## src/inc/cfg_pkg.sv

```systemverilog
// package: address-space configuration constants and carrier types
package cfg_pkg;

    // five-bit processor mode encodings
    localparam logic [4:0] MODE_USR26 = 5'h00;
    localparam logic [4:0] MODE_LEGACY_FIQ = 5'h01;
    localparam logic [4:0] MODE_LEGACY_IRQ = 5'h02;
    localparam logic [4:0] MODE_SVC26 = 5'h03;
    localparam logic [4:0] MODE_USR32 = 5'h10;
    localparam logic [4:0] MODE_FIQ32 = 5'h11;
    localparam logic [4:0] MODE_IRQ32 = 5'h12;
    localparam logic [4:0] MODE_SVC32 = 5'h13;
    localparam logic [4:0] MODE_ABT32 = 5'h17;
    localparam logic [4:0] MODE_UND32 = 5'h1b;

    // reset values
    localparam logic [4:0] RESET_MODE    = 5'h03;
    localparam logic [1:0] RESET_CONFIG  = 2'h0;

    // configuration codes {program_space_wide, data_space_wide}
    localparam logic [1:0] CFG_ALL26   = 2'h0;
    localparam logic [1:0] CFG_WIDE_DATA = 2'h1;
    localparam logic [1:0] CFG_ILLEGAL = 2'h2;
    localparam logic [1:0] CFG_ALL32   = 2'h3;

    // exception kinds
    typedef enum logic [2:0] {
        EXC_RESET   = 3'h0,
        EXC_UNDEF   = 3'h1,
        EXC_SWI     = 3'h2,
        EXC_PABORT  = 3'h3,
        EXC_DABORT  = 3'h4,
        EXC_ADDRESS = 3'h5,
        EXC_IRQ     = 3'h6,
        EXC_FIQ     = 3'h7
    } exc_type;

    typedef struct packed {
        logic       valid;
        logic [4:0] mode;
    } mode_req_type;

    typedef struct packed {
        logic    valid;
        exc_type kind;
    } exc_req_type;

    typedef struct packed {
        logic        valid;
        logic        write;
        logic [31:0] addr;
    } data_req_type;

    typedef struct packed {
        logic       legacy_program;
        logic       addr_exc_enable;
        logic       config_error;
        logic [4:0] mode;
    } status_type;

endpackage : cfg_pkg

```

## src/design/address_space_config_select.sv

```systemverilog
// address-space configuration select: mode gating, address exceptions, exception mode

module address_space_config_select (
    input  wire logic                   clk,
    input  wire logic                   rst_n,
    input  wire logic                   program_space_wide,
    input  wire logic                   data_space_wide,
    input  wire cfg_pkg::mode_req_type  mode_req,
    input  wire logic                   status_move,
    input  wire cfg_pkg::exc_req_type   exc_req,
    input  wire cfg_pkg::data_req_type  data_req,
    output logic [4:0]                  mode,
    output logic                        mode_refused,
    output logic                        addr_exception,
    output logic [31:0]                 data_addr,
    output logic                        data_valid,
    output cfg_pkg::status_type         status
);

    ////////////////////////////////////////////////////////////////////////////
    // configuration capture

    typedef enum logic [1:0] {
        ST_RESET = 2'b00,
        ST_RUN   = 2'b01
    } state_type;

    state_type  state_q, state_d;
    logic [1:0] cfg_q, cfg_d;

    // straps sampled while reset holds and once more on the first clock after release; later changes are ignored
    always_comb
    begin
        state_d = state_q;
        cfg_d   = cfg_q;
        case (state_q)
            ST_RESET:
            begin
                cfg_d   = {program_space_wide, data_space_wide};
                state_d = ST_RUN;
            end
            ST_RUN:
            begin
                state_d = ST_RUN;
            end
            default:
            begin
                state_d = ST_RESET;
            end
        endcase
    end

    always_ff @(posedge clk)
    begin
        if (!rst_n)
        begin
            state_q <= ST_RESET;
            cfg_q   <= {program_space_wide, data_space_wide};
        end
        else
        begin
            state_q <= state_d;
            cfg_q   <= cfg_d;
        end
    end

    ////////////////////////////////////////////////////////////////////////////
    // decode

    logic legacy_prog;
    logic addr_exc_en;
    logic cfg_bad;

    // illegal combination treated as all-26, the safest reading
    assign legacy_prog = (cfg_q != cfg_pkg::CFG_ALL32);
    assign addr_exc_en = (cfg_q == cfg_pkg::CFG_ALL26) || (cfg_q == cfg_pkg::CFG_ILLEGAL);
    assign cfg_bad     = (cfg_q == cfg_pkg::CFG_ILLEGAL);

    function automatic logic mode_legal(input logic [4:0] m, input logic legacy);
        logic is26;
        logic is32;
        is26 = (m == cfg_pkg::MODE_USR26) || (m == cfg_pkg::MODE_LEGACY_FIQ)
            || (m == cfg_pkg::MODE_LEGACY_IRQ) || (m == cfg_pkg::MODE_SVC26);
        is32 = (m == cfg_pkg::MODE_USR32) || (m == cfg_pkg::MODE_FIQ32)
            || (m == cfg_pkg::MODE_IRQ32) || (m == cfg_pkg::MODE_SVC32)
            || (m == cfg_pkg::MODE_ABT32) || (m == cfg_pkg::MODE_UND32);
        mode_legal = legacy ? is26 : (is26 || is32);
    endfunction : mode_legal

    function automatic logic [4:0] exc_mode(input cfg_pkg::exc_type k, input logic legacy);
        logic [4:0] m;
        case (k)
            cfg_pkg::EXC_FIQ:    m = cfg_pkg::MODE_FIQ32;
            cfg_pkg::EXC_IRQ:    m = cfg_pkg::MODE_IRQ32;
            cfg_pkg::EXC_PABORT: m = cfg_pkg::MODE_ABT32;
            cfg_pkg::EXC_DABORT: m = cfg_pkg::MODE_ABT32;
            cfg_pkg::EXC_UNDEF:  m = cfg_pkg::MODE_UND32;
            default:             m = cfg_pkg::MODE_SVC32;
        endcase
        // legacy cores have no abort/undef modes: those land in supervisor
        if (legacy)
        begin
            case (k)
                cfg_pkg::EXC_FIQ: m = cfg_pkg::MODE_LEGACY_FIQ;
                cfg_pkg::EXC_IRQ: m = cfg_pkg::MODE_LEGACY_IRQ;
                default:          m = cfg_pkg::MODE_SVC26;
            endcase
        end
        exc_mode = m;
    endfunction : exc_mode

    ////////////////////////////////////////////////////////////////////////////
    // mode and data path

    logic [4:0]  mode_q, mode_d;
    logic        refused_q, refused_d;
    logic        aexc_q, aexc_d;
    logic [31:0] daddr_q, daddr_d;
    logic        dvalid_q, dvalid_d;
    logic        over26;

    assign over26 = |data_req.addr[31:26];

    always_comb
    begin
        mode_d    = mode_q;
        refused_d = 1'b0;
        aexc_d    = 1'b0;
        daddr_d   = daddr_q;
        dvalid_d  = 1'b0;
        if (state_q == ST_RUN)
        begin
            if (data_req.valid)
            begin
                if (addr_exc_en && over26)
                begin
                    aexc_d = 1'b1;
                end
                else
                begin
                    daddr_d  = data_req.addr;
                    dvalid_d = 1'b1;
                end
            end
            // exceptions take priority over a mode write in the same cycle
            if (exc_req.valid)
            begin
                mode_d = exc_mode(exc_req.kind, legacy_prog);
            end
            else if (aexc_d)
            begin
                mode_d = exc_mode(cfg_pkg::EXC_ADDRESS, legacy_prog);
            end
            else if (mode_req.valid)
            begin
                // status moves use the same legality check as any other write
                if (mode_legal(mode_req.mode, legacy_prog))
                begin
                    mode_d = mode_req.mode;
                end
                else
                begin
                    refused_d = 1'b1;
                end
            end
        end
    end

    always_ff @(posedge clk)
    begin
        if (!rst_n)
        begin
            mode_q    <= cfg_pkg::RESET_MODE;
            refused_q <= 1'b0;
            aexc_q    <= 1'b0;
            daddr_q   <= 32'h0000_0000;
            dvalid_q  <= 1'b0;
        end
        else
        begin
            mode_q    <= mode_d;
            refused_q <= refused_d;
            aexc_q    <= aexc_d;
            daddr_q   <= daddr_d;
            dvalid_q  <= dvalid_d;
        end
    end

    ////////////////////////////////////////////////////////////////////////////
    // status register

    cfg_pkg::status_type status_q, status_d;

    always_comb
    begin
        status_d.legacy_program  = legacy_prog;
        status_d.addr_exc_enable = addr_exc_en;
        status_d.config_error    = cfg_bad;
        status_d.mode            = mode_d;
    end

    always_ff @(posedge clk)
    begin
        if (!rst_n)
        begin
            status_q <= '{1'b1, 1'b1, 1'b0, cfg_pkg::RESET_MODE};
        end
        else
        begin
            status_q <= status_d;
        end
    end

    assign mode           = mode_q;
    assign mode_refused   = refused_q;
    assign addr_exception = aexc_q;
    assign data_addr      = daddr_q;
    assign data_valid     = dvalid_q;
    assign status         = status_q;

    // status_move is accepted as a hint only; behaviour is identical
    logic unused_move;
    assign unused_move = status_move;

endmodule : address_space_config_select

```

## config.mk

```make
export PLATFORM = sky130hd
export DESIGN_NAME = address_space_config_select
export DESIGN_NICKNAME = d
export VERILOG_FILES = /design/src/inc/cfg_pkg.sv /design/src/design/address_space_config_select.sv
export SDC_FILE = /design/constraint.sdc
export NUM_CORES = 1
export LEC_CHECK = 0
export BUFFER_PORTS_ARGS = -buffer_cell sky130_fd_sc_hd__buf_2
export CAP_MARGIN = 25
export CORE_ASPECT_RATIO = 0.8
export CORE_MARGIN = 10
export CORE_UTILIZATION = 45
export CTS_BUF_LIST = sky130_fd_sc_hd__clkbuf_4 sky130_fd_sc_hd__clkbuf_8 sky130_fd_sc_hd__clkbuf_16
export DETAILED_ROUTE_END_ITERATION = 8
export GPL_ROUTABILITY_DRIVEN = 0
export HOLD_SLACK_MARGIN = 0.08
export PLACE_DENSITY_LB_ADDON = 0.15
export SYNTH_ARGS = -nofsm -noshare
export SYNTH_HDL_FRONTEND = slang
export SYNTH_SLANG_ARGS = --single-unit
export TNS_END_PERCENT = 1
```

## constraint.sdc

```tcl
create_clock -name clk -period 2 [get_ports clk]
set_input_delay 0.4 -clock clk [delete_from_list [all_inputs] [get_ports clk]]
set_output_delay 0.4 -clock clk [all_outputs]
set_load 0.03 [all_outputs]
```

### After elaboration in Yosys (flattened, before gate mapping)

Index checks and enable logic that the tools add are counted.

| cells by class | value |
|---|---|
| multiplexer cells | 18 |
| reduce and logical (&&, ||, !) cells | 24 |
| equal/unequal tests | 18 |
| bitwise gates (word level) | 4 |

Operator list:

| cell | count |
|---|---|
| two-way mux 5 bit | 7 |
| equality test 5 bit (second input constant) | 6 |
| one-hot mux 4 bit (4 select lines) | 1 |
| equality test 5 x 2 -> 1 bit (second input constant) | 2 |
| logical OR 1 bit | 10 |
| equality test 3 bit (second input constant) | 3 |
| AND reduction 3 bit | 3 |
| two-way mux 1 bit | 7 |
| nonzero test 3 bit | 2 |
| OR reduction 6 bit | 1 |
| equality test 5 x 1 -> 1 bit (second input constant) | 1 |
| logical NOT 5 bit | 1 |
| OR reduction 5 bit | 1 |
| logical NOT 2 bit | 2 |
| two-way mux 2 bit | 2 |
| inverter 1 bit | 4 |
| one-hot mux 2 bit (2 select lines) | 1 |
| OR reduction 2 bit | 2 |
| equality test 3 x 1 -> 1 bit (second input constant) | 1 |
| equality test 3 x 2 -> 1 bit (second input constant) | 1 |
| equality test 2 x 1 -> 1 bit (second input constant) | 1 |
| equality test 2 bit (second input constant) | 1 |
| != test 2 x 1 -> 1 bit (second input constant) | 1 |
| != test 2 bit (second input constant) | 1 |
| 2 further kinds | 2 |

| word-level totals | value |
|---|---|
| flip-flop bits (word level) | 47 |
| word-level logic and storage cells | 74 |
| input port bits | 49 |
| output and inout bits | 48 |

### Logic depth before layout (Yosys ltp)

Gate-level depths: netlist of run 1.

| depth | value |
|---|---|
| word-level depth | 13 |
| depth in mapped cells | 7 |
| gate-level depth less buffers | 5 |

### Worst setup path after synthesis of run 1

No wires, ideal clock.

| timing | value |
|---|---|
| kind | input-to-reg |
| from | input data_req[26] (netlist bit) |
| to | register daddr_q[10], in the netlist data_addr[10] |
| arrival time | 1.412 ns |
| slack | 0.471 ns |
| buffers on the path | 2 |
| stages | 7 |
| required time | 1.884 ns |
| setup time | 0.116 ns |
| path through | nor4_4 > a21oi_1 > or2_1 > buf_2 > buf_6 > nand2_1 > a21boi_1 |

| on the way | value |
|---|---|
| longest elaborated chain between the ends | 4 |

RTL lines:

| element | line | RTL |
|---|---|---|
| start, declared | address_space_config_select.sv:11 | `input wire cfg_pkg::data_req_type data_req,` |
| OR reduction 6 bit | address_space_config_select.sv:122 | `assign over26 = \|data_req.addr[31:26];` |
| logical AND 1 bit | address_space_config_select.sv:135 | `if (addr_exc_en && over26)` |
| inverter 1 bit (no line) | n/a |  |
| AND reduction 3 bit (no line) | n/a |  |
| end signal, assigned | address_space_config_select.sv:184 | `daddr_q <= daddr_d;` |
| end, declared | address_space_config_select.sv:118 | `logic [31:0] daddr_q, daddr_d;` |

No other way between the ends.
A chain may end at the register's enable or synchronous reset.

### Final worst setup path of run 1

| timing | value |
|---|---|
| from | register cfg_q[0] |
| to | register status_q, in the netlist status[2] |

| on the way | value |
|---|---|
| longest elaborated chain between the ends | 9 |
| elaborated cells on any way between the ends | 16 |
| classes of those cells | 2 x eq/ne; 8 x mux; 6 x reduce/logical |

RTL lines:

| element | line | RTL |
|---|---|---|
| start, declared | address_space_config_select.sv:29 | `logic [1:0] cfg_q, cfg_d;` |
| start signal, assigned | address_space_config_select.sv:58 | `cfg_q <= {program_space_wide, data_space_wide};` |
| start signal, assigned | address_space_config_select.sv:63 | `cfg_q <= cfg_d;` |
| equality test 2 bit / logical NOT 2 bit (equally long branches) | address_space_config_select.sv:76 | `assign addr_exc_en = (cfg_q == cfg_pkg::CFG_ALL26) \|\| (cfg_q == cfg_pkg::CFG_ILLEGAL);` |
| logical OR 1 bit | address_space_config_select.sv:76 |  |
| logical AND 1 bit | address_space_config_select.sv:135 |  |
| two-way mux 1 bit | address_space_config_select.sv:135 |  |
| two-way mux 1 bit | address_space_config_select.sv:133 | `if (data_req.valid)` |
| two-way mux 1 bit | address_space_config_select.sv:131 | `if (state_q == ST_RUN)` |
| two-way mux 5 bit | address_space_config_select.sv:150 | `else if (aexc_d)` |
| two-way mux 5 bit | address_space_config_select.sv:146 | `if (exc_req.valid)` |
| two-way mux 5 bit | address_space_config_select.sv:131 |  |
| end signal, assigned | address_space_config_select.sv:206 | `status_q <= '{1'b1, 1'b1, 1'b0, cfg_pkg::RESET_MODE};` |
| end signal, assigned | address_space_config_select.sv:210 | `status_q <= status_d;` |
| end, declared | address_space_config_select.sv:192 | `cfg_pkg::status_type status_q, status_d;` |

Parallel ways exist; a longest one is shown, timed or not. The select of a mux whose other input is x is not followed.

==> run metrics, run 1 <==
share of cells above drive strength 1=39.1%; HPWL Detailed=3.84 mm; Max Slew Vio Count=0; final period utilization=73.4%; CP top delay family=flip-flops; DP Area=2370 um^2; CP startpoint kind=flip-flop; sequential area share after synthesis=49.5%; vias in the first global route=1726; DRT antenna net count=0; DR pass1 iterations=4; WHS Path Cells=1; RSZ-0062 raised after global routing=no; Area Overhead vs Synth=29.6%; Final setup viols=0; H-tree levels=2; Die Wd=92.6 um; shortest period the worst path allows=1.47 ns; Port Buffer Count=94; worst r2r path cells=6; Post-synth top cells=70 x nand2_1, 44 x dfxtp_1, 30 x a21boi_1, 10 x nand3_1, 7 x buf_4; DRC Markers=0; largest net degree at the start of global routing=29; Via Count=1715; CTS tree=built; Post-Layout Inst Area=2460 um^2; Yosys top cell by area=dfxtp_1; clk root buf=clkbuf_8; worst path cell trace=nand2b_1, a21oi_2, buf_4, nor3b_1, o21ai_0, o21ai_1; flip-flop and latch area=941 um^2; antenna violations before repair=1; Congestion Overflow GR=0; worst slew pin tran=0.436 ns; top cells by area, synth=dfxtp_1 46%, nand2_1 14%, a21boi_1 12%; hold crit path type=in2reg; final hold violation count=0; Routed WL per cell=13.9 um; Max clock buf depth=2; most frequent cell after synthesis=nand2_1; worst hold slack=0.283 ns; die area=7240 um^2; status=finished clean; placed insts=351; pwr/cell area=753 nW/um^2; Non-Filler Instances=359; CTS sink cnt=46; synth unique cells=36; syn nets=261; Nets=350; GRT Overall Usage=13.3%; asr flop ratio synth=0%; clock slew at reported path FFs=0.08 ns; synth warn=0; Inserted Clock Buffers=5; Starting Density=46.0%; VDD IR max=0.000489 V; DRT iter0 DRCs=44; Post-CTS Hold Fix Bufs=0; Primary FF master, synth=dfxtp_1; Slowest-stage cell, CP=edfxtp_1; Post-synth EDFFs=2; final wirelength=4.99 mm; Rows=21; ANT cells=0; slew margin rel.=71.0%; cell depth of the worst setup path=6; R2R setup slack=0.53 ns; clock skew=0.00530 ns; #FFs+latches synth=46; Final Power=1.86 mW; CORE AREA=4130 um^2; via density per instance=4.78; Skew-Pair Late Insertion Delay=0.29 ns; maximum clock rate=681 MHz; MaxCap Viol Count=0; crit path kind=reg2reg; Arr. time, crit path=1.64 ns; cts repair resizes=0; CP required=2.17 ns; syn avg cell area=8.96 um^2; Largest stage delay, worst path=0.48 ns; IO Pins=97; setup bufs post-CTS=0; leak pwr=1.13 nW; synthesized area=1900 um^2; Critical path buffers and inverters=1; crit path max fanout=7; post-synth top area share=46.4%; first-pass GRT wire length=8.02 mm; fillers=410; crit end category=flip-flop; TNS Setup=0 ns; multi-input combinational cell area=832 um^2; die height=78.1 um; Synth Instances=212
-- cell usage in the layout (no fill, tap or decap), types with 2 or more instances in the layout --
cell,synthesis,final
a21boi_0,2,2
a21boi_1,30,30
a21oi_1,2,2
and3_2,2,2
buf_2,2,94
buf_4,7,6
clkbuf_8,0,6
dfxtp_1,44,44
edfxtp_1,2,2
inv_1,2,2
nand2_1,70,70
nand3_1,10,10
nand3b_1,2,2
nor3b_1,2,2
nor4_1,2,2
o21ai_0,3,3
o21ai_1,2,2
o22ai_1,2,2
-- worst register-to-register path, cell delays in order (launching register included) --
cell	delay, ns
edfxtp_1	0.48
nand2b_1	0.20
a21oi_2	0.18
buf_4	0.19
nor3b_1	0.06
o21ai_0	0.18
o21ai_1	0.07
-- final timing paths --
kind                                      start            end
worst max register to register         cfg_q[0]      status[2]
worst min-delay path            data_space_wide       cfg_q[0]
worst max-delay path                   cfg_q[0]      status[2]
worst min register to register    data_addr[24]  data_addr[24]
-- where the power goes --
group          internal, mW  total (mW)  switching (mW)
logic                 0.109       0.292           0.183
clock network         0.293       0.584           0.291
registers             0.958       0.979          0.0204
-- per-layer routing --
| layer | vias to the layer above | track usage, % | share of wire [%] |
|---|---|---|---|
| li1 | 878 | - | - |
| met1 | 769 | 16.5 | 46 |
| met2 | 66 | 20.6 | 43 |
| met3 | 2 | 6.56 | 10 |
| met4 | 0 | 2.77 | 0.24 |
| met5 | - | 0 | 0 |
-- metrics by stage --
stage                     worst slack [ns]  util, %
after floorplan                      0.471        -
after global placement               0.256     57.4
after detailed placement             0.244     57.4
after CTS                            0.529     59.7
after global routing                 0.382     59.7
final                                0.533     59.7
-- flip-flops by register name (all words and copies together) (netlist names) --
| name | cells |
|---|---|
| data_addr | 32 |
| addr_exception | 1 |
| status | 8 |
| cfg_q | 2 |
| mode_refused | 1 |
| state_q | 1 |
| data_valid | 1 |
-- layout make-up --
| cell class | count | share of cell area [%] |
|---|---|---|
| Sequential cell | 46 | 38.2 |
| Timing Repair Buffer | 100 | 20.9 |
| Multi-Input combinational cell | 146 | 33.8 |
| Clock buffer | 7 | 3.66 |
| Inverter | 2 | 0.305 |
| Tap cell | 57 | 2.90 |
| Clock inverter | 1 | 0.203 |
-- cells by family after synthesis --
group                  count (synthesis)  share of synthesized area [%]
AO/OA/AOI/OAI                         49                           20.3
flip-flops                            46                           49.5
buffers and inverters                 20                           6.65
AND/OR/NAND/NOR                       97                           23.5
Power figures use the tool's default switching activity.
==> inputs of run 2 (changes only) <==
--- a/config.mk
+++ b/config.mk
@@ -9,7 +9,7 @@
 export CAP_MARGIN = 25
 export CORE_ASPECT_RATIO = 0.8
 export CORE_MARGIN = 10
-export CORE_UTILIZATION = 45
+export CORE_UTILIZATION = 40
 export CTS_BUF_LIST = sky130_fd_sc_hd__clkbuf_4 sky130_fd_sc_hd__clkbuf_8 sky130_fd_sc_hd__clkbuf_16
 export DETAILED_ROUTE_END_ITERATION = 8
 export GPL_ROUTABILITY_DRIVEN = 0
==> constraint.sdc (replaced) <==
create_clock -name clk -period 1.2 [get_ports clk]
set_input_delay 0.24 -clock clk [delete_from_list [all_inputs] [get_ports clk]]
set_output_delay 0.24 -clock clk [all_outputs]
set_load 0.03 [all_outputs]
==> run 2 against run 1 <==
Net effect:
- non-clock buffer count up 15
- clock power up 61%
- total power up 69%
- the run now ends with setup timing left
==> run metrics, run 2 (synthesized netlist as in run 1, its figures left out) <==
status=finished, violations left; failing checks=setup timing; Routed WL per cell=14.2 um; fillers=458; Area Overhead vs Synth=40.0%; flip-flop and latch area=941 um^2; crit path max fanout=8; slew margin rel.=77.6%; Final Power=3.14 mW; DRT antenna net count=0; IO Pins=97; maximum clock rate=745 MHz; via density per instance=4.64; Post-CTS Hold Fix Bufs=0; Max clock buf depth=2; Via Count=1751; Skew-Pair Late Insertion Delay=0.29 ns; MaxCap Viol Count=0; TNS Setup=-1.16 ns; ANT cells=0; Rows=22; CTS sink cnt=46; busiest grt layer=met2; crit end category=flip-flop; CTS tree=built; Nets=365; worst slew pin tran=0.334 ns; Arr. time, crit path=1.53 ns; RSZ-0062 raised after global routing=yes; largest net degree at the start of global routing=29; DRT iter0 DRCs=66; multi-input combinational cell area=885 um^2; crit path kind=reg2reg; antenna violations before repair=0; die area=7920 um^2; pwr/cell area=1180 nW/um^2; hold crit path type=in2reg; global-route met3 utilization=6.04%; Max Slew Vio Count=0; H-tree levels=2; setup slack after layout=-0.142 ns; Starting Density=41.3%; clock skew=0.00237 ns; DRC Markers=0; worst hold slack=0.119 ns; GRT Overall Usage=12.9%; Largest stage delay, worst path=0.46 ns; CP required=1.39 ns; die height=81.6 um; share of cells above drive strength 1=45.1%; CORE AREA=4600 um^2; shortest period the worst path allows=1.34 ns; Post-Layout Inst Area=2660 um^2; Port Buffer Count=94; worst path cell trace=nand2b_4, a21oi_4, o31ai_4, buf_6, nand3_1, o31ai_2; clock slew at reported path FFs=0.08 ns; DR pass1 iterations=4; Congestion Overflow GR=0; Slowest-stage cell, CP=edfxtp_1; Inserted Clock Buffers=5; DP Area=2490 um^2; final hold violation count=0; M1 GR Usage=16.0%; Critical path buffers and inverters=1; max reg flops=32; first-pass GRT wire length=8.56 mm; clk root buf=clkbuf_8; CP startpoint kind=flip-flop; leak pwr=1.22 nW; vias in the first global route=1746; final wirelength=5.37 mm; commonest cells after routing, fill and taps aside=94 x buf_2, 68 x nand2_1, 44 x dfxtp_1, 32 x a21boi_1, 17 x buf_4; HPWL Detailed=4.07 mm; final period utilization=112%; met2 usage=19.8%; Die Wd=97.0 um; commonest non-fill, non-tap cell in the layout=buf_2; CP top delay family=flip-flops; Final setup viols=35; VDD IR max=0.000809 V
-- run 2: cell types whose count changed in the layout (fill, tap and decap cells not counted), sizes merged --
| cell | delta |
|---|---|
| clkinv | +1 |
| clkbuf | -1 |
| buf | +15 |
-- run 2: layout make-up --
| type | count | share of cell area [%] |
|---|---|---|
| inverter | 2 | 0.282 |
| multi-input combinational | 146 | 33.3 |
| timing repair buffer | 115 | 24.8 |
| tap | 60 | 2.82 |
| sequential | 46 | 35.4 |
| clock buffer | 6 | 2.87 |
| clock inverter | 2 | 0.518 |
-- run 2: worst register-to-register path: stages (launching register included) --
cell      delay [ns]
edfxtp_1        0.46
nand2b_4        0.18
a21oi_4         0.22
o31ai_4         0.08
buf_6           0.14
nand3_1         0.09
o31ai_2         0.06
-- run 2: where the power goes --
group	internal (mW)	leakage, nW	switching [mW]
sequential	1.60	0.379	0.0309
combinational	0.235	0.794	0.336
clock	0.434	0.0486	0.507
total	2.27	1.22	0.874
-- run 2: what timing repair did --
item	in CTS	in global routing
gates resized for setup	7	7
pin swaps	23	9
gates cloned	0	0
buffers inserted	2	1
setup endpoints to repair	39	39
-- run 2: per-layer routing --
layer  share of wire, %  wire, um  vias to the layer above
li1                   -         -                      911
met1                 45      2390                      771
met2                 46      2460                       64
met3                9.0       483                        5
met4               0.63        34                        0
met5                  0         0                        -
-- run 2: stage by stage --
step           util (%)  setup slack [ns]  std cells
2_1_floorplan         -            -0.130        212
3_3_place_gp       54.3            -0.344        366
3_5_place_dp       54.3            -0.345        366
4_1_cts            57.0            -0.155        376
5_1_grt            57.8            -0.223        377
6_report           57.8            -0.142        377
-- run 2: worst paths after layout --
kind | from | endpoint | slack (ns) | cells past startpoint
setup / recovery | cfg_q[0] | status[4] | -0.14 | 6
hold / removal | program_space_wide | cfg_q[1] | 0.12 | 1
setup reg to reg | cfg_q[0] | status[4] | -0.14 | 6
hold reg to reg | data_addr[14] | data_addr[14] | 0.45 | 2
==> inputs of run 3 (changes only) <==
--- a/config.mk
+++ b/config.mk
@@ -15,6 +15,7 @@
 export GPL_ROUTABILITY_DRIVEN = 0
 export HOLD_SLACK_MARGIN = 0.08
 export PLACE_DENSITY_LB_ADDON = 0.15
+export RECOVER_POWER = 25
 export SYNTH_ARGS = -nofsm -noshare
 export SYNTH_HDL_FRONTEND = slang
 export SYNTH_SLANG_ARGS = --single-unit
==> run 3 against run 2 <==
Net effect:
- the run still ends with setup timing left
- sequential cell count unchanged
- combinational power about the same
- via count decreased by 0.69%
- largest power group unchanged
==> run metrics, run 3 (synthesized netlist as in run 1, its figures left out) <==
status=finished, violations left; failing checks=setup timing; RR Startpoint=cfg_q[0]; Starting Density=41.3%; worst path cell trace=nand2b_4, a21oi_4, o31ai_4, buf_6, nand3_1, o31ai_2; Max clock buf depth=2; Skew-Pair Late Insertion Delay=0.29 ns; worst slew pin tran=0.332 ns; placed insts=366; pwr/cell area=1180 nW/um^2; Congestion Overflow GR=0; TNS Setup=-1.14 ns; MaxCap Viol Count=0; Slowest-stage cell, CP=edfxtp_1; crit path kind=reg2reg; Port Buffer Count=94; CTS sink cnt=46; ANT cells=0; top sig layer=met4; min-delay src=program_space_wide; Arr. time, crit path=1.53 ns; Via Count=1739; final wirelength=5.37 mm; RSZ-0062 raised after global routing=yes; Non-Filler Instances=377; maximum clock rate=744 MHz; commonest cells after routing, fill and taps aside=89 x buf_2, 68 x nand2_1, 44 x dfxtp_1, 32 x a21boi_1, 17 x buf_4; CP required=1.39 ns; crit end category=flip-flop; HPWL Detailed=4.07 mm; commonest non-fill, non-tap cell in the layout=buf_2; setup slack after layout=-0.145 ns; DR pass1 iterations=4; Rows=22; final hold violation count=0; Inserted Clock Buffers=5; Largest stage delay, worst path=0.46 ns; VDD IR max=0.000808 V; via density per instance=4.61; vias in the first global route=1746; crit path max fanout=8; max reg flops=32; largest net degree at the start of global routing=29; Die Wd=97.0 um; share of cells above drive strength 1=45.1%; CORE AREA=4600 um^2; Area Overhead vs Synth=40.0%; die height=81.6 um; die area=7920 um^2; DRC Markers=0; clk root buf=clkbuf_8; DRT iter0 DRCs=66; hold crit path type=in2reg; H-tree levels=2; leak pwr=1.22 nW; Max Slew Vio Count=0; Routed WL per cell=14.2 um; Post-CTS Hold Fix Bufs=0; final period utilization=112%; met2 wire length=2.45 mm; Final setup viols=35; first-pass GRT wire length=8.56 mm; DRT antenna net count=0; antenna violations before repair=0; clock slew at reported path FFs=0.08 ns; clock skew=0.00188 ns; IO Pins=97; GRT Overall Usage=12.9%; shortest period the worst path allows=1.34 ns; slew margin rel.=77.7%; CP startpoint kind=flip-flop; Nets=365; met3 WL=471 um; crit path launch=cfg_q[0]; CTS tree=built; M1 WL=2.40 mm
-- run 3: worst max-delay path, delay by kind of cell, from the launching register on --
family | cells | cell delay, ns
AO/OA/AOI/OAI | 3 | 0.36
buffers and inverters | 1 | 0.14
flip-flops | 1 | 0.46
AND/OR/NAND/NOR | 2 | 0.27
-- run 3: metal layers --
layer,up-vias,global-route usage (%)
met3,7,6.04
met1,759,16.0
li1,911,-
met4,0,3.53
met5,-,0
met2,62,19.8
-- run 3: stage by stage --
stage / hold WS, ns / total power, mW / area [um^2] / worst slack, ns / utilization, %
after floorplan: 0.268 / 1.99 / 1910 / -0.130 / -
after global placement: 0.421 / 2.20 / 2490 / -0.344 / 54.3
after detailed placement: 0.421 / 2.21 / 2490 / -0.345 / 54.3
after CTS: 0.109 / 3.17 / 2620 / -0.155 / 57.0
after global routing: 0.110 / 3.29 / 2660 / -0.223 / 57.8
final: 0.119 / 3.14 / 2660 / -0.145 / 57.8
-- run 3: worst paths after layout --
check                  endpoint  slack [ns]  cells after the start
hold / removal         cfg_q[1]        0.12                      1
setup / recovery      status[4]       -0.14                      6
setup reg to reg      status[4]       -0.14                      6
hold reg to reg   data_addr[14]        0.45                      2
-- run 3: what timing repair did --
item | in CTS | in global routing
setup endpoints to repair | 39 | 39
gates resized for setup | 7 | 7
gates cloned | 0 | 0
buffers inserted | 2 | 1
pin swaps | 23 | 9
-- run 3: cell type report --
class                   instances  area (um^2)
clock buffers                   6         76.3
clock inverters                 2         13.8
fillers                       458         1940
inverters                       2         7.51
multi-input cells             146          885
flip-flops and latches         46          941
well taps                      60         75.1
repair buffers                115          661
-- run 3: report_power, final --
part / total, mW / switching, mW / internal [mW]
sequential: 1.63 / 0.0311 / 1.60
combinational: 0.571 / 0.337 / 0.235
clock: 0.941 / 0.507 / 0.434
